===== src/smbx_pkg.sv =====
// Purpose: shared constants and types for the smbus alert/timeout/general call block
// Assumes: 200 MHz system clock, bus pins sampled synchronously
// Notes:   timing counts derive from times in their own units
package smbx_pkg;
  localparam int unsigned CLK_MHZ         = 200;                     // system clock rate
  localparam int unsigned TOUT_MIN_MS     = 25;                      // least clock-low timeout
  localparam int unsigned TOUT_MAX_MS     = 75;                      // longest clock-low timeout
  localparam int unsigned TOUT_USE_MS     = 30;                      // chosen threshold inside window
  localparam int unsigned TOUT_CYC        = TOUT_USE_MS * 1000 * CLK_MHZ; // threshold in cycles
  localparam int unsigned TPOR_US         = 500;                     // longest busy time
  localparam int unsigned COPY_US         = 200;                     // copy time used
  localparam int unsigned COPY_CYC        = COPY_US * CLK_MHZ;       // copy busy cycles
  localparam logic [7:0]  ARA_BYTE        = 8'h19;                   // alert response address byte
  localparam logic [6:0]  GCALL_ADDR      = 7'h00;                   // general call address
  localparam logic [7:0]  GC_RELATCH      = 8'h04;                   // re-latch address command
  localparam logic [7:0]  GC_RESET        = 8'h06;                   // general call reset command
  localparam logic [3:0]  DEV_ADDR_HI     = 4'h9;                    // fixed upper address bits 1001
  localparam logic [2:0]  STRAP_RST       = 3'h0;                    // strap latch value at reset
  // serial engine states
  typedef enum logic [2:0] {
    SMBX_IDLE  = 3'b000,
    SMBX_ADDR  = 3'b001,
    SMBX_AACK  = 3'b010,
    SMBX_TXB   = 3'b011,
    SMBX_TXACK = 3'b100,
    SMBX_CMD   = 3'b101,
    SMBX_CACK  = 3'b110,
    SMBX_WAIT  = 3'b111
  } smbx_state_e;
  // alert configuration bits
  typedef struct packed {
    logic thermostat_irq_mode; // interrupt mode when one
    logic alert_polarity;      // zero selects active low
  } smbx_cfg_s;
endpackage : smbx_pkg


===== src/smbx_top.sv =====
// Purpose: smbus alert response, bus timeout and general call slave logic
// Assumes: scl/sda inputs synchronous to clk; open-drain outputs, oe low drives low
// Notes:   copy engine only signals a request; register storage lives elsewhere
`timescale 1ns/1ps
module smbx_top
  import smbx_pkg::*;
#(
  parameter int unsigned TOUT_CYCLES = TOUT_CYC, // clock-low timeout in cycles
  parameter int unsigned COPY_CYCLES = COPY_CYC  // register copy busy cycles
) (
  input  wire logic              clk,             // system clock
  input  wire logic              rst_n,           // async reset, active low
  input  wire logic              scl_i,           // bus clock level
  input  wire logic              sda_i,           // bus data level
  output logic                   sda_oe_n,        // low pulls sda low
  output logic                   alert_oe_n,      // low pulls alert low
  input  wire smbx_pkg::smbx_cfg_s cfg,           // mode and polarity bits
  input  wire logic              alarm_set,       // pulse, limit tripped
  input  wire logic              alarm_high,      // one for high limit event
  input  wire logic [2:0]        addr_strap_pins, // address strap levels
  output logic [2:0]             strap_addr,      // latched strap address
  output logic                   copy_busy,       // nonvolatile copy running
  output logic                   copy_start,      // pulse, start copy
  output logic                   bus_timeout      // pulse, timeout fired
);
  import smbx_pkg::*;

  // sampled bus lines for edge detection
  logic scl_q_ff, sda_q_ff;
  logic nxt_scl_q, nxt_sda_q;
  // engine state
  smbx_state_e st_ff, nxt_st;
  logic [7:0]  sh_ff, nxt_sh;         // shift register
  logic [3:0]  bit_ff, nxt_bit;       // bit counter
  logic        sda_ff, nxt_sda;       // drive low when zero
  logic        alert_ff, nxt_alert;   // pending alert
  logic        lim_ff, nxt_lim;       // limit bit
  logic [2:0]  strap_ff, nxt_strap;   // latched strap
  logic [31:0] tcnt_ff, nxt_tcnt;     // clock-low counter
  logic [31:0] ccnt_ff, nxt_ccnt;     // copy busy counter
  logic        busy_ff, nxt_busy;
  logic        cst_ff, nxt_cst;
  logic        tof_ff, nxt_tof;
  logic        ara_ff, nxt_ara;       // ara response in progress

  wire scl_rise = scl_i & ~scl_q_ff;  // clock rising, sample data
  wire scl_fall = ~scl_i & scl_q_ff;  // clock falling, change data
  wire start_c  = scl_i & scl_q_ff & sda_q_ff & ~sda_i; // start or repeated start
  wire stop_c   = scl_i & scl_q_ff & ~sda_q_ff & sda_i;
  wire alert_en = cfg.thermostat_irq_mode & ~cfg.alert_polarity;
  wire [7:0] ret_byte = {DEV_ADDR_HI, strap_ff, lim_ff};

  // next-state logic of the whole engine
  always_comb begin
    nxt_scl_q = scl_i;
    nxt_sda_q = sda_i;
    nxt_st    = st_ff;
    nxt_sh    = sh_ff;
    nxt_bit   = bit_ff;
    nxt_sda   = sda_ff;
    nxt_alert = alert_ff;
    nxt_lim   = lim_ff;
    nxt_strap = strap_ff;
    nxt_tcnt  = tcnt_ff;
    nxt_ccnt  = ccnt_ff;
    nxt_busy  = busy_ff;
    nxt_cst   = 1'b0;
    nxt_tof   = 1'b0;
    nxt_ara   = ara_ff;
    // latched alarm event
    if (alarm_set && alert_en) begin
      nxt_alert = 1'b1;
      nxt_lim   = alarm_high;
    end
    if (!alert_en) begin
      nxt_alert = 1'b0;
    end
    // copy busy timer
    // bounded busy time
    if (busy_ff) begin
      if (ccnt_ff == COPY_CYCLES - 1) begin
        nxt_busy = 1'b0;
        nxt_ccnt = '0;
      end else begin
        nxt_ccnt = ccnt_ff + 32'h1;
      end
    end
    // serial state machine
    case (st_ff)
      SMBX_IDLE: begin
        nxt_sda = 1'b1;
      end
      SMBX_ADDR, SMBX_CMD: begin
        if (scl_rise) begin
          nxt_sh  = {sh_ff[6:0], sda_i};
          nxt_bit = bit_ff + 4'h1;
        end
        if (scl_fall && bit_ff == 4'h8) begin
          nxt_bit = '0;
          if (st_ff == SMBX_CMD) begin
            nxt_sda = 1'b0;
            nxt_st  = SMBX_CACK;
          end else if (sh_ff == ARA_BYTE && alert_ff && !alarm_set) begin
            nxt_sda = 1'b0;
            nxt_ara = 1'b1;
            nxt_st  = SMBX_AACK;
          end else if (sh_ff == {GCALL_ADDR, 1'b0}) begin
            nxt_sda = 1'b0;
            nxt_ara = 1'b0;
            nxt_st  = SMBX_AACK;
          end else begin
            nxt_st = SMBX_WAIT;
          end
        end
      end
      SMBX_AACK: begin
        if (scl_fall) begin
          if (ara_ff) begin
            nxt_sh  = ret_byte;
            nxt_sda = ret_byte[7];
            nxt_st  = SMBX_TXB;
          end else begin
            nxt_sda = 1'b1;
            nxt_st  = SMBX_CMD;
          end
        end
      end
      SMBX_TXB: begin
        if (scl_rise) begin
          if (sda_ff && !sda_i) begin
            nxt_sda = 1'b1;
            nxt_ara = 1'b0;
            nxt_st  = SMBX_WAIT;
          end else begin
            nxt_bit = bit_ff + 4'h1;
          end
        end
        if (scl_fall && st_ff == nxt_st) begin
          if (bit_ff == 4'h8) begin
            nxt_sda = 1'b1;
            nxt_bit = '0;
            nxt_st  = SMBX_TXACK;
          end else begin
            nxt_sh  = {sh_ff[6:0], 1'b0};
            nxt_sda = sh_ff[6];
          end
        end
      end
      SMBX_TXACK: begin
        if (scl_rise) begin
          nxt_alert = alarm_set & alert_en;
          nxt_ara   = 1'b0;
          nxt_st    = SMBX_WAIT;
        end
      end
      SMBX_CACK: begin
        if (scl_fall) begin
          nxt_sda = 1'b1;
          nxt_st  = SMBX_WAIT;
          if (sh_ff == GC_RELATCH) begin
            nxt_strap = addr_strap_pins;
          end else if (sh_ff == GC_RESET) begin
            nxt_strap = addr_strap_pins;
            nxt_busy  = 1'b1;
            nxt_ccnt  = '0;
            nxt_cst   = 1'b1;
          end
        end
      end
      SMBX_WAIT: begin
        nxt_sda = 1'b1;
      end
      default: begin
        nxt_st  = SMBX_IDLE;
        nxt_sda = 1'b1;
      end
    endcase
    // start and stop override the byte engine
    if (start_c) begin
      nxt_st  = SMBX_ADDR;
      nxt_bit = '0;
      nxt_sda = 1'b1;
      nxt_ara = 1'b0;
    end else if (stop_c) begin
      nxt_st  = SMBX_IDLE;
      nxt_sda = 1'b1;
      nxt_ara = 1'b0;
    end
    if (scl_i) begin
      nxt_tcnt = '0;
    end else if (tcnt_ff != TOUT_CYCLES) begin
      nxt_tcnt = tcnt_ff + 32'h1;
    end
    if (!scl_i && tcnt_ff == TOUT_CYCLES - 1) begin
      nxt_st  = SMBX_IDLE;
      nxt_sda = 1'b1;
      nxt_ara = 1'b0;
      nxt_bit = '0;
      nxt_tof = 1'b1;
    end
  end

  // register all engine state
  always_ff @(posedge clk or negedge rst_n) begin
    if (!rst_n) begin
      scl_q_ff <= 1'b1;
      sda_q_ff <= 1'b1;
      st_ff    <= SMBX_IDLE;
      sh_ff    <= '0;
      bit_ff   <= '0;
      sda_ff   <= 1'b1;
      alert_ff <= 1'b0;
      lim_ff   <= 1'b0;
      strap_ff <= STRAP_RST;
      tcnt_ff  <= '0;
      ccnt_ff  <= '0;
      busy_ff  <= 1'b0;
      cst_ff   <= 1'b0;
      tof_ff   <= 1'b0;
      ara_ff   <= 1'b0;
    end else begin
      scl_q_ff <= nxt_scl_q;
      sda_q_ff <= nxt_sda_q;
      st_ff    <= nxt_st;
      sh_ff    <= nxt_sh;
      bit_ff   <= nxt_bit;
      sda_ff   <= nxt_sda;
      alert_ff <= nxt_alert;
      lim_ff   <= nxt_lim;
      strap_ff <= nxt_strap;
      tcnt_ff  <= nxt_tcnt;
      ccnt_ff  <= nxt_ccnt;
      busy_ff  <= nxt_busy;
      cst_ff   <= nxt_cst;
      tof_ff   <= nxt_tof;
      ara_ff   <= nxt_ara;
    end
  end

  // outputs straight from flip-flops
  assign sda_oe_n    = sda_ff;
  assign alert_oe_n  = ~alert_ff;
  assign strap_addr  = strap_ff;
  assign copy_busy   = busy_ff;
  assign copy_start  = cst_ff;
  assign bus_timeout = tof_ff;

  // assertions
  // timeout releases data line
  property p_tout_release;
    @(posedge clk) disable iff (!rst_n) bus_timeout |-> sda_oe_n && st_ff == SMBX_IDLE;
  endproperty
  a_tout_release: assert property (p_tout_release) else $error("timeout did not release sda");
  // counter reaches threshold only while low
  property p_tout_cause;
    @(posedge clk) disable iff (!rst_n) $rose(bus_timeout) |-> $past(!scl_i);
  endproperty
  a_tout_cause: assert property (p_tout_cause) else $error("timeout without clock low");
  property p_alert_en;
    @(posedge clk) disable iff (!rst_n) !alert_oe_n |-> $past(alert_en);
  endproperty
  a_alert_en: assert property (p_alert_en) else $error("alert while disabled");
  // first returned bit is address msb one
  property p_ret_msb;
    @(posedge clk) disable iff (!rst_n) (st_ff == SMBX_AACK && nxt_st == SMBX_TXB) |=> sda_oe_n && sh_ff == ret_byte;
  endproperty
  a_ret_msb: assert property (p_ret_msb) else $error("wrong returned address");
  property p_ara_ack;
    @(posedge clk) disable iff (!rst_n) (st_ff == SMBX_AACK && ara_ff) |-> !alert_oe_n;
  endproperty
  a_ara_ack: assert property (p_ara_ack) else $error("ara ack without alert");
  property p_arb_lose;
    @(posedge clk) disable iff (!rst_n) (st_ff == SMBX_TXB && scl_rise && sda_ff && !sda_i && !start_c && !stop_c)
      |=> sda_oe_n && st_ff != SMBX_TXACK;
  endproperty
  a_arb_lose: assert property (p_arb_lose) else $error("kept driving after loss");
  property p_lose_alert;
    @(posedge clk) disable iff (!rst_n) (st_ff == SMBX_TXB && scl_rise && sda_ff && !sda_i && alert_en) |=> !alert_oe_n;
  endproperty
  a_lose_alert: assert property (p_lose_alert) else $error("loser dropped alert");
  property p_copy;
    @(posedge clk) disable iff (!rst_n) copy_start |-> copy_busy ##1 copy_busy;
  endproperty
  a_copy: assert property (p_copy) else $error("copy not busy");
  // busy bounded by power-on reset time
  property p_busy_len;
    @(posedge clk) disable iff (!rst_n) copy_busy |-> ccnt_ff < COPY_CYCLES && COPY_CYCLES <= TPOR_US * CLK_MHZ;
  endproperty
  a_busy_len: assert property (p_busy_len) else $error("busy too long");
  // strap changes only at command ack
  property p_strap;
    @(posedge clk) disable iff (!rst_n) $changed(strap_addr) |-> $past(st_ff == SMBX_CACK);
  endproperty
  a_strap: assert property (p_strap) else $error("strap changed outside command");
endmodule : smbx_top


===== config.mk =====
export PLATFORM = sky130hd
export DESIGN_NAME = smbx_top
export DESIGN_NICKNAME = d
export VERILOG_FILES = /design/src/smbx_pkg.sv /design/src/smbx_top.sv
export SDC_FILE = /design/constraint.sdc
export NUM_CORES = 1
export LEC_CHECK = 0
export BUFFER_PORTS_ARGS = -buffer_cell sky130_fd_sc_hd__buf_2
export CORE_MARGIN = 2
export CORE_UTILIZATION = 40
export CTS_CLUSTER_DIAMETER = 60
export DETAILED_ROUTE_END_ITERATION = 10
export PLACE_DENSITY = 0.69
export SETUP_SLACK_MARGIN = 0.4
export SLEW_MARGIN = 5
export SYNTH_ARGS = -nofsm -noshare
export SYNTH_HDL_FRONTEND = slang
export SYNTH_SLANG_ARGS = --single-unit

===== constraint.sdc =====
create_clock -name clk -period 1.9 [get_ports clk]
set_input_delay 0.19 -clock clk [delete_from_list [all_inputs] [get_ports clk]]
set_output_delay 0.19 -clock clk [all_outputs]
set_load 0.01 [all_outputs]

==> results of run 1 <==
-- registers in the layout, indices dropped and copies added, names as in the netlist --
name / cells
ccnt_ff: 32
tcnt_ff: 32
sh_ff: 8
bit_ff: 4
st_ff: 3
strap_addr: 3
alert_ff: 1
ara_ff: 1
bus_timeout: 1
copy_busy: 1
copy_start: 1
lim_ff: 1
scl_q_ff: 1
sda_oe_n: 1
sda_q_ff: 1
-- timing repair --
action / in CTS / in global routing
hold buffers: 2 / 0
gates resized for setup: 51 / 47
cloned: 3 / 1
pin swaps: 32 / 34
buffers inserted: 23 / 19
hold endpoints to repair: 26 / 0
endpoints found under the setup margin: 78 / 83
-- kinds of logic after synthesis --
family	Yosys count	share of synthesized area [%]
and+or+nand+nor	265	28.4
AOI/OAI and AO/OA	66	8.54
buffers and inverters	42	3.35
DFF	91	46.2
muxes	10	2.15
adders and majority gates	5	1.27
xor gates and xnor gates	57	10.1
-- cells in the final DEF, fill, tap and decap left out, drive strengths merged, types with 16 or more instances in the layout --
| cell type | n |
|---|---|
| inv | 24 |
| buf | 129 |
| nand3 | 20 |
| nor4 | 23 |
| nand2 | 44 |
| o21ai | 23 |
| xnor2 | 42 |
| nor3 | 19 |
| dfrtp | 88 |
| nor2 | 76 |
| a21oi | 16 |
-- stage by stage --
| stage | hold WS (ps) | setup slack (ps) |
|---|---|---|
| 2_1_floorplan | -106 | -27.5 |
| 3_3_place_gp | 142 | 13.4 |
| 3_5_place_dp | 147 | -26.8 |
| 4_1_cts | 4.19 | 17.2 |
| 5_1_grt | 10.4 | -160 |
| 6_report | 9.40 | -64.5 |
-- area by class of cell --
class / count / area share, %
Multi-Input combinational cell: 404 / 44.7
Sequential cell: 91 / 32.3
Timing Repair Buffer: 131 / 15.3
Clock buffer: 9 / 3.18
Tap cell: 147 / 2.60
Inverter: 21 / 1.11
Clock inverter: 7 / 0.867
-- power groups by stage --
stage                     clock, W  combinational (W)  sequential, W
after CTS                  0.00178            0.00221        0.00241
final                      0.00176            0.00247        0.00243
after floorplan                  0            0.00131        0.00240
after detailed placement         0            0.00181        0.00245
after global placement           0            0.00175        0.00244
after global routing       0.00185            0.00267        0.00246
-- worst reg2reg max path, cell delays in order (launching register included) --
cell	delay [ps]
sky130_fd_sc_hd__dfrtp_1	390
sky130_fd_sc_hd__or4_4	550
sky130_fd_sc_hd__nor3_4	150
sky130_fd_sc_hd__nand4_1	210
sky130_fd_sc_hd__o21ai_4	240
sky130_fd_sc_hd__buf_4	150
sky130_fd_sc_hd__buf_6	120
sky130_fd_sc_hd__nor2_1	50
-- path summary, 6_finish.rpt --
| path | slack (ps) | startpoint | to |
|---|---|---|---|
| max in group asynchronous | 920 | rst_n | tcnt_ff[2] |
| min | 9 | sda_i | sda_q_ff |
| max reg2reg | -60 | ccnt_ff[27] | ccnt_ff[2] |
| max | -60 | ccnt_ff[27] | ccnt_ff[2] |
| min in group asynchronous | 300 | rst_n | ccnt_ff[21] |
| min reg2reg | 510 | lim_ff | lim_ff |
-- routing by layer --
metal  track usage [%]  vias to the layer above  part of all wire, %
met3              4.01                       24                  2.5
met4              6.51                        0                  1.8
met1              26.0                     2207                   44
met5                 0                        -                    0
li1                  -                     2131                    -
met2              33.6                       68                   51
==> load_flow_metrics.sql, run 1 <==
INSERT INTO impl_metrics (metric_group, metric, value, unit) VALUES
('setup_path', 'critPathSlowestCell', 'sky130_fd_sc_hd__or4_4', ''),
('timing', 'report.final.setup_viol', '31', ''),
('floorplanning', 'die_area', '13200', 'um2'),
('synth', 'netlist_instances', '536', ''),
('clock_network', 'clk-insertion-delay-late', '350', 'ps'),
('synth', 'synthMostInstantiatedCell', 'sky130_fd_sc_hd__dfrtp_1', ''),
('synth', 'synthFlopType', 'sky130_fd_sc_hd__dfrtp_1', ''),
('clock_network', 'cts_tree', 'built', ''),
('timing', 'timing.setup.tns', '-1690', 'ps'),
('clock_network', 'root_buffer', 'sky130_fd_sc_hd__clkbuf_16', ''),
('clock_network', 'clk_transition_reported_paths', '70', 'ps'),
('synth', 'post_synth_num_cell_types', '59', ''),
('timing', 'fmax', '509', 'MHz'),
('status', 'outcome', 'complete, but fails checks', ''),
('setup_path', 'worst-endpoint-required', '2150', 'ps'),
('setup_path', 'timing.critical_path.fanout_max', '7', ''),
('timing', 'final.period_utilization', '103', '%'),
('floorplanning', 'num_io_pins', '19', ''),
('grt', 'grt_antenna_before_repair', '0', ''),
('floorplanning', 'floorplan.initialDensity', '41.1', '%'),
('final_layout', 'utilization', '58.9', '%'),
('final_layout', 'num_antenna_cells', '0', ''),
('synth', 'netlist_top_cells_area', 'sky130_fd_sc_hd__dfrtp_1 45%, sky130_fd_sc_hd__xnor2_1 7.5%, sky130_fd_sc_hd__nor2_1 5.8%', ''),
('status', 'failing_checks', 'setup timing', ''),
('floorplanning', 'dieHeight', '115', 'um'),
('routing', 'detailed_route_iter0_violations', '377', ''),
('grt', 'grt_start_max_net_pins', '43', ''),
('setup_path', 'worst-path-stages', '7', ''),
('final_layout', 'flow.area_growth_from_synthesis', '43.3', '%'),
('synth', 'synth.top_cell.area_share', '44.6', '%'),
('timing', 'worst_slack', '-64.5', 'ps'),
('routing', 'vias_per_cell', '5.47', ''),
('routing', 'vias', '4430', ''),
('timing', 'finalCriticalPeriod', '1960', 'ps'),
('pwr', 'netSwitchingPower', '0.00234', 'W'),
('job', 'drv_cap', '0', ''),
('synth', 'synth.cells.most_frequent', '88 x sky130_fd_sc_hd__dfrtp_1, 76 x sky130_fd_sc_hd__nor2_1, 44 x sky130_fd_sc_hd__nand2_1', ''),
('synth', 'yosys_warnings', '0', ''),
('routing', 'first_pass_iters', '5', ''),
('final_layout', 'multiInputGateArea', '3160', 'um2'),
('synth', 'synth-seq-cells', '91', ''),
('timing', 'max_slew_margin', '70.1', '%'),
('floorplanning', 'core_area', '12000', 'um2'),
('final_layout', 'sequential_standard_cell_area', '2280', 'um2'),
('pwr', 'power_per_cell_area', '942', 'nW/um2'),
('clock_network', 'max-clock-path-buffers', '2', ''),
('pwr', 'post-layout-total-power', '0.00667', 'W'),
('hold_path', 'hold_path_depth', '1', ''),
('pwr', 'combinationalPowerShare', '37.1', '%'),
('floorplanning', 'fp-row-count', '40', ''),
('synth', 'synth_enable_flop_cells', '0', ''),
('synth', 'share_of_synthesized_area_occupied_by_flip_flops_and_latches', '46.2', '%'),
('grt', 'grt_first_pass_wirelength', '21400', 'um'),
('synth', 'syn-mean-instance-area', '9.21', 'um2'),
('pwr', 'leakage', '3.12', 'nW'),
('clock_network', 'cts_made_buffers', '9', ''),
('grt', 'via_count_of_the_first_global_routing_pass', '4456', ''),
('routing', 'drcViolationCount', '0', ''),
('placed_design', 'gp_congestion', '0.862', ''),
('final_layout', 'nets', '674', ''),
('placed_design', 'place_area', '5960', 'um2'),
('timing', 'worst-slew-pin-transition', '443', 'ps'),
('setup_path', 'critPathTopFamily', 'simple AND/OR/NAND/NOR gates', ''),
('pwr', 'sw_frac_of_total', '35.1', '%'),
('pwr', 'p_seq_share', '36.5', '%'),
('placed_design', 'dp_hpwl', '8260', 'um'),
('pwr', 'clock_power_share', '26.4', '%'),
('timing', 'worst_clock_skew', '6.39', 'ps'),
('floorplanning', 'die_w', '115', 'um'),
('setup_path', 'r2r.worst_path.cells', '7', ''),
('final_layout', 'layoutNonFillerInstCount', '810', '');
No activity file was read; power rests on OpenSTA's default activity.
==> inputs of run 2 (changes only) <==
==> constraint.sdc (replaced) <==
create_clock -name clk -period 1.9 [get_ports clk]
set_input_delay 0.19 -clock clk [delete_from_list [all_inputs] [get_ports clk]]
set_output_delay 0.19 -clock clk [all_outputs]
set_load 0.05 [all_outputs]
==> load_flow_metrics.sql, run 2 (synthesized netlist as in run 1, its figures left out) <==
INSERT INTO impl_metrics (metric_group, metric, value, unit) VALUES
('floorplanning', 'die_area', '13200', 'um2'),
('timing', 'worst_slack', '-95.4', 'ps'),
('timing', 'worst-slew-pin-transition', '399', 'ps'),
('floorplanning', 'die_w', '115', 'um'),
('final_layout', 'num_antenna_cells', '0', ''),
('timing', 'max_slew_margin', '73.4', '%'),
('hold_path', 'hold_path_depth', '1', ''),
('setup_path', 'cp-end-kind', 'flip-flop', ''),
('clock_network', 'max-clock-path-buffers', '2', ''),
('grt', 'grt_util_all_layers', '19.7', '%'),
('clock_network', 'cts_max_level', '3', ''),
('setup_path', 'r2r.worst_path.cells', '5', ''),
('timing', 'final.period_utilization', '105', '%'),
('timing', 'report.final.setup_viol', '32', ''),
('grt', 'grt_antenna_before_repair', '0', ''),
('setup_path', 'cp-startpoint', 'tcnt_ff[13]', ''),
('routing', 'wl', '13500', 'um'),
('hold_path', 'worst_hold_path_type', 'in2reg', ''),
('final_layout', 'utilization', '60.6', '%'),
('timing', 'unrepaired_setup_endpoints_after_global_routing', 'true', ''),
('setup_path', 'worst-path-stages', '5', ''),
('setup_path', 'worstPathBufferInverterCount', '0', ''),
('final_layout', 'layout_fillers', '915', ''),
('pwr', 'leakage', '3.21', 'nW'),
('floorplanning', 'core_area', '12000', 'um2'),
('setup_path', 'timing.critical_path.slowest_cell_delay', '640', 'ps'),
('grt', 'gr-total-overflow', '0', ''),
('clock_network', 'clk-insertion-delay-late', '350', 'ps'),
('setup_path', 'worst_setup_path_start_kind', 'flip-flop', ''),
('job', 'drv_cap', '0', ''),
('routing', 'drcViolationCount', '0', ''),
('pwr', 'vdd.ir_drop.worst', '547', 'uV'),
('placed_design', 'buffer_ports.inserted', '18', ''),
('final_layout', 'nets', '672', ''),
('clock_network', 'cts_made_buffers', '9', ''),
('setup_path', 'crit_type', 'reg2reg', ''),
('grt', 'grt_start_max_net_pins', '37', ''),
('clock_network', 'cts_tree', 'built', ''),
('timing', 'report.final.hold_viol_count', '0', ''),
('setup_path', 'worst-endpoint-required', '2130', 'ps'),
('routing', 'vias', '4473', ''),
('setup_path', 'cp_cell_sequence', 'nand3_2 > or4_4 > nor3_4 > and3_1 > mux2_4', ''),
('floorplanning', 'fp-row-count', '40', ''),
('grt', 'via_count_of_the_first_global_routing_pass', '4389', ''),
('final_layout', 'most-common-layout-cells', '86 x sky130_fd_sc_hd__dfrtp_1, 85 x sky130_fd_sc_hd__buf_4, 66 x sky130_fd_sc_hd__nor2_1', ''),
('pwr', 'p_int', '0.00453', 'W'),
('setup_path', 'critPathTopFamily', 'simple AND/OR/NAND/NOR gates', ''),
('placed_design', 'gp_congestion', '0.940', ''),
('status', 'outcome', 'complete, but fails checks', ''),
('timing', 'finalCriticalPeriod', '2000', 'ps'),
('pwr', 'netSwitchingPower', '0.00245', 'W'),
('pwr', 'combinationalPowerShare', '38.6', '%'),
('setup_path', 'critical_path.reg2reg.startpoint', 'tcnt_ff[13]', ''),
('clock_network', 'root_buffer', 'sky130_fd_sc_hd__clkbuf_16', ''),
('pwr', 'sw_frac_of_total', '35.1', '%'),
('placed_design', 'dp_hpwl', '8260', 'um'),
('clock_network', 'clock_sink_count', '91', ''),
('final_layout', 'drive_gt1_share', '42.7', '%'),
('pwr', 'clock_power_share', '26.4', '%'),
('timing', 'fmax', '501', 'MHz'),
('hold_path', 'timing.hold.worst.start', 'sda_i', ''),
('timing', 'timing_max_transition_violations_final', '0', ''),
('clock_network', 'clk_transition_reported_paths', '60', 'ps'),
('setup_path', 'timing.critical_path.fanout_max', '4', ''),
('pwr', 'power_per_cell_area', '960', 'nW/um2'),
('grt', 'grt_first_pass_wirelength', '20800', 'um'),
('final_layout', 'layout.cells.most_common', 'sky130_fd_sc_hd__dfrtp_1', ''),
('setup_path', 'arrival', '2230', 'ps'),
('pwr', 'post-layout-total-power', '0.00699', 'W'),
('routing', 'antenna_violating_nets_post_route', '0', ''),
('final_layout', 'flow.area_growth_from_synthesis', '47.5', '%'),
('floorplanning', 'dieHeight', '115', 'um'),
('floorplanning', 'num_io_pins', '19', ''),
('timing', 'worst_clock_skew', '7.89', 'ps'),
('setup_path', 'critPathSlowestCell', 'sky130_fd_sc_hd__or4_4', ''),
('routing', 'first_pass_iters', '5', ''),
('routing', 'detailed_route_iter0_violations', '253', ''),
('floorplanning', 'floorplan.initialDensity', '41.1', '%'),
('routing', 'routed_wire_length_per_instance', '16.7', 'um'),
('final_layout', 'largestRegisters', 'ccnt_ff x32, tcnt_ff x32, sh_ff x8', ''),
('pwr', 'p_seq_share', '34.9', '%'),
('status', 'failing_checks', 'setup timing', ''),
('routing', 'vias_per_cell', '5.54', '');
run 2: changes by cell type in the layout (fill, tap and decap cells not counted), sizes merged:
| cell | change |
|---|---|
| clkbuf | +3 |
| buf | -2 |
| clkinv | -2 |
| a32oi | -1 |
| bufinv | +1 |
| inv | -1 |
run 2: final cells by class:
class / count / area (um2) / area share [%]
multi-input combinational: 403 / 3310 / 45.4
sequential: 91 / 2280 / 31.4
timing repair buffer: 130 / 1120 / 15.4
clock buffer: 11 / 243 / 3.34
tap: 147 / 184 / 2.53
inverter: 21 / 78.8 / 1.08
clock inverter: 5 / 60.1 / 0.825
run 2: path summary, 6_finish.rpt:
kind	to	slack, ps
max	tcnt_ff[31]	-100
min	sda_q_ff	20
max reg2reg	tcnt_ff[31]	-100
min reg2reg	lim_ff	550
max in group asynchronous	copy_busy	1060
min in group asynchronous	tcnt_ff[19]	310
run 2: metal layers:
metal	vias up	wire length (um)	global-route usage (%)
met4	0	181	6.59
met2	103	6890	33.5
met3	15	470	4.06
li1	2127	-	-
met5	-	0	0
met1	2228	5920	25.1
run 2: through the flow:
stage | hold WS [ps] | setup TNS [ps] | cells | setup WS, ps | cell area [um2]
2_1_floorplan | -106 | -130 | 536 | -130 | 5360
3_5_place_dp | 156 | -266 | 741 | -100 | 5970
5_1_grt | 18.1 | -3400 | 808 | -141 | 7280
3_3_place_gp | 152 | -142 | 741 | -70.1 | 5970
4_1_cts | 2.19 | 0 | 795 | 52.1 | 6830
6_report | 24.4 | -934 | 808 | -95.4 | 7280
run 2: what timing repair did:
action	4_1_cts	5_1_grt
resized for setup	54	86
hold endpoints to repair	22	1
pin swaps	25	39
gates cloned	2	1
endpoints found under the setup margin	79	79
buffers inserted	35	11
hold buffers	1	1
run 2: power by group through the flow:
stage	Combinational, W	Clock, W	Sequential (W)
after floorplan	0.00132	0	0.00246
after global placement	0.00186	0	0.00245
after detailed placement	0.00191	0	0.00246
after CTS	0.00234	0.00187	0.00242
after global routing	0.00291	0.00195	0.00247
final	0.00270	0.00185	0.00244
==> inputs of run 3 (changes only) <==
--- a/config.mk
+++ b/config.mk
@@ -8,10 +8,10 @@
 export BUFFER_PORTS_ARGS = -buffer_cell sky130_fd_sc_hd__buf_2
 export CORE_MARGIN = 2
 export CORE_UTILIZATION = 40
-export CTS_CLUSTER_DIAMETER = 60
 export DETAILED_ROUTE_END_ITERATION = 10
 export PLACE_DENSITY = 0.69
 export SETUP_SLACK_MARGIN = 0.4
+export SKIP_CTS_REPAIR_TIMING = 1
 export SLEW_MARGIN = 5
 export SYNTH_ARGS = -nofsm -noshare
 export SYNTH_HDL_FRONTEND = slang
==> load_flow_metrics.sql, run 3 (synthesized netlist as in run 1, its figures left out) <==
INSERT INTO impl_metrics (metric_group, metric, value, unit) VALUES
('timing', 'max_slew_margin', '68.1', '%'),
('pwr', 'vdd.ir_drop.worst', '539', 'uV'),
('placed_design', 'buffer_ports.inserted', '18', ''),
('placed_design', 'dp_hpwl', '8260', 'um'),
('grt', 'grt_antenna_before_repair', '0', ''),
('grt', 'grt_first_pass_wirelength', '19300', 'um'),
('pwr', 'p_int', '0.00432', 'W'),
('timing', 'finalCriticalPeriod', '1950', 'ps'),
('final_layout', 'most-common-layout-cells', '84 x sky130_fd_sc_hd__dfrtp_1, 80 x sky130_fd_sc_hd__buf_4, 70 x sky130_fd_sc_hd__nor2_1', ''),
('floorplanning', 'die_area', '13200', 'um2'),
('final_layout', 'flow.area_growth_from_synthesis', '38.1', '%'),
('clock_network', 'cts_tree', 'built', ''),
('setup_path', 'worstPathBufferInverterCount', '1', ''),
('setup_path', 'cp-end-kind', 'flip-flop', ''),
('final_layout', 'nets', '653', ''),
('final_layout', 'layoutNonFillerInstCount', '789', ''),
('routing', 'drcViolationCount', '0', ''),
('setup_path', 'reg2reg_setup_slack', '-50', 'ps'),
('final_layout', 'layout_fillers', '997', ''),
('floorplanning', 'core_area', '12000', 'um2'),
('final_layout', 'largestRegisters', 'ccnt_ff x32, tcnt_ff x32, sh_ff x8', ''),
('setup_path', 'r2r_end', 'st_ff[0]', ''),
('routing', 'routed_wire_length_per_instance', '15.6', 'um'),
('routing', 'first_pass_iters', '5', ''),
('clock_network', 'cts_made_buffers', '9', ''),
('final_layout', 'num_antenna_cells', '0', ''),
('pwr', 'combinationalPowerShare', '34.8', '%'),
('setup_path', 'timing.critical_path.fanout_max', '5', ''),
('pwr', 'clock_power_share', '28.0', '%'),
('clock_network', 'clock_sink_count', '91', ''),
('final_layout', 'layout.cells.most_common', 'sky130_fd_sc_hd__dfrtp_1', ''),
('status', 'outcome', 'complete, but fails checks', ''),
('final_layout', 'drive_gt1_share', '36.3', '%'),
('status', 'failing_checks', 'setup timing', ''),
('timing', 'timing_max_transition_violations_final', '0', ''),
('hold_path', 'worst_hold_path_type', 'in2reg', ''),
('setup_path', 'crit_type', 'reg2reg', ''),
('grt', 'via_count_of_the_first_global_routing_pass', '4093', ''),
('pwr', 'p_seq_share', '37.2', '%'),
('pwr', 'leakage', '2.97', 'nW'),
('timing', 'worst-slew-pin-transition', '478', 'ps'),
('placed_design', 'numPlacedInstances', '741', ''),
('pwr', 'sw_frac_of_total', '33.9', '%'),
('hold_path', 'hold-path-endpoint', 'sda_q_ff', ''),
('timing', 'unrepaired_setup_endpoints_after_global_routing', 'true', ''),
('clock_network', 'root_buffer', 'sky130_fd_sc_hd__clkbuf_16', ''),
('clock_network', 'cts_max_level', '3', ''),
('hold_path', 'timing.hold.worst.start', 'sda_i', ''),
('setup_path', 'arrival', '2180', 'ps'),
('job', 'drv_cap', '0', ''),
('setup_path', 'critPathTopFamily', 'simple AND/OR/NAND/NOR gates', ''),
('setup_path', 'cp_cell_sequence', 'nor4_2 > nand4_1 > nor4b_4 > buf_4 > a21oi_1 > a31o_2', ''),
('timing', 'report.final.hold_viol_count', '0', ''),
('floorplanning', 'fp-row-count', '40', ''),
('routing', 'detailed_route_iter0_violations', '255', ''),
('floorplanning', 'floorplan.initialDensity', '41.1', '%'),
('clock_network', 'clk_transition_reported_paths', '60', 'ps'),
('timing', 'report.final.setup_viol', '3', ''),
('grt', 'grt_util_all_layers', '18.2', '%'),
('setup_path', 'worst_setup_path_start_kind', 'flip-flop', ''),
('floorplanning', 'die_w', '115', 'um'),
('routing', 'vias', '4316', ''),
('routing', 'vias_per_cell', '5.47', ''),
('routing', 'wl', '12300', 'um'),
('hold_path', 'hold_path_depth', '1', ''),
('timing', 'fmax', '513', 'MHz'),
('floorplanning', 'num_io_pins', '19', ''),
('routing', 'antenna_violating_nets_post_route', '0', ''),
('timing', 'worst_clock_skew', '5.74', 'ps'),
('grt', 'gr-total-overflow', '0', ''),
('timing', 'final.period_utilization', '103', '%'),
('pwr', 'netSwitchingPower', '0.00222', 'W'),
('setup_path', 'worst-endpoint-required', '2130', 'ps'),
('clock_network', 'max-clock-path-buffers', '2', ''),
('floorplanning', 'dieHeight', '115', 'um'),
('setup_path', 'critPathSlowestCell', 'sky130_fd_sc_hd__dfrtp_1', ''),
('setup_path', 'critical_path.reg2reg.startpoint', 'tcnt_ff[26]', ''),
('placed_design', 'gp_congestion', '0.940', ''),
('clock_network', 'clk-insertion-delay-late', '340', 'ps'),
('timing', 'worst_slack', '-49.0', 'ps'),
('timing', 'timing.setup.tns', '-97.8', 'ps'),
('setup_path', 'r2r.worst_path.cells', '6', ''),
('setup_path', 'timing.critical_path.slowest_cell_delay', '420', 'ps'),
('pwr', 'power_per_cell_area', '959', 'nW/um2'),
('grt', 'grt_start_max_net_pins', '37', '');
[run 3: cell count changes in the layout (fill, tap and decap cells not counted), moves of 5 or more]
cell	before	now
sky130_fd_sc_hd__buf_4	85	80
sky130_fd_sc_hd__nand2_1	31	40
sky130_fd_sc_hd__buf_6	17	5
sky130_fd_sc_hd__o21ai_1	5	10
sky130_fd_sc_hd__nand2_4	7	1
sky130_fd_sc_hd__o21ai_2	7	1
[run 3: cell type report]
cell class	instances	area, um2	area share (%)
flip-flops and latches	91	2290	33.5
clock buffers	11	243	3.56
well taps	147	184	2.70
repair buffers	111	895	13.1
multi-input cells	403	3070	45.0
clock inverters	5	60.1	0.881
inverters	21	78.8	1.16
[run 3: per-stage QoR]
stage	hold WS [ps]	total power (W)	util (%)	worst slack [ps]	instance area [um2]
floorplan	-106	0.00378	-	-130	5360
global placement	152	0.00431	49.7	-70.1	5970
detailed placement	156	0.00437	49.7	-100	5970
CTS	-219	0.00621	52.2	-112	6270
global route	14.6	0.00689	56.7	-82.8	6820
finish	21.4	0.00653	56.7	-49.0	6820
[run 3: worst reg2reg max path: stages, from the launching register on]
cell and delay (ps):
sky130_fd_sc_hd__dfrtp_1 420, sky130_fd_sc_hd__nor4_2 370, sky130_fd_sc_hd__nand4_1 240, sky130_fd_sc_hd__nor4b_4 320
sky130_fd_sc_hd__buf_4 190, sky130_fd_sc_hd__a21oi_1 70, sky130_fd_sc_hd__a31o_2 240
[run 3: worst max path at each step]
stage	to	slack, ps	start	depth (start not counted)
after floorplan	ccnt_ff[31]	-130	copy_busy	7
after global placement	st_ff[0]	-70	tcnt_ff[26]	5
after detailed placement	st_ff[0]	-100	tcnt_ff[26]	5
after CTS	st_ff[0]	-110	tcnt_ff[26]	5
after global routing	tcnt_ff[1]	-80	tcnt_ff[12]	6
final	st_ff[0]	-50	tcnt_ff[26]	6
[run 3: routing by layer]
metal  up-vias  track usage [%]  part of all wire, %
li1       2082                -                    -
met1      2142             24.3                   46
met2        76             29.0                   49
met3        16             4.16                  3.5
met4         0             6.99                  1.7
met5         -                0                    0
[run 3: power by group through the flow]
stage | logic (W) | registers [W] | clock network, W
floorplan | 0.00132 | 0.00246 | 0
global placement | 0.00186 | 0.00245 | 0
detailed placement | 0.00191 | 0.00246 | 0
CTS | 0.00192 | 0.00242 | 0.00187
global route | 0.00249 | 0.00246 | 0.00194
finish | 0.00227 | 0.00243 | 0.00183
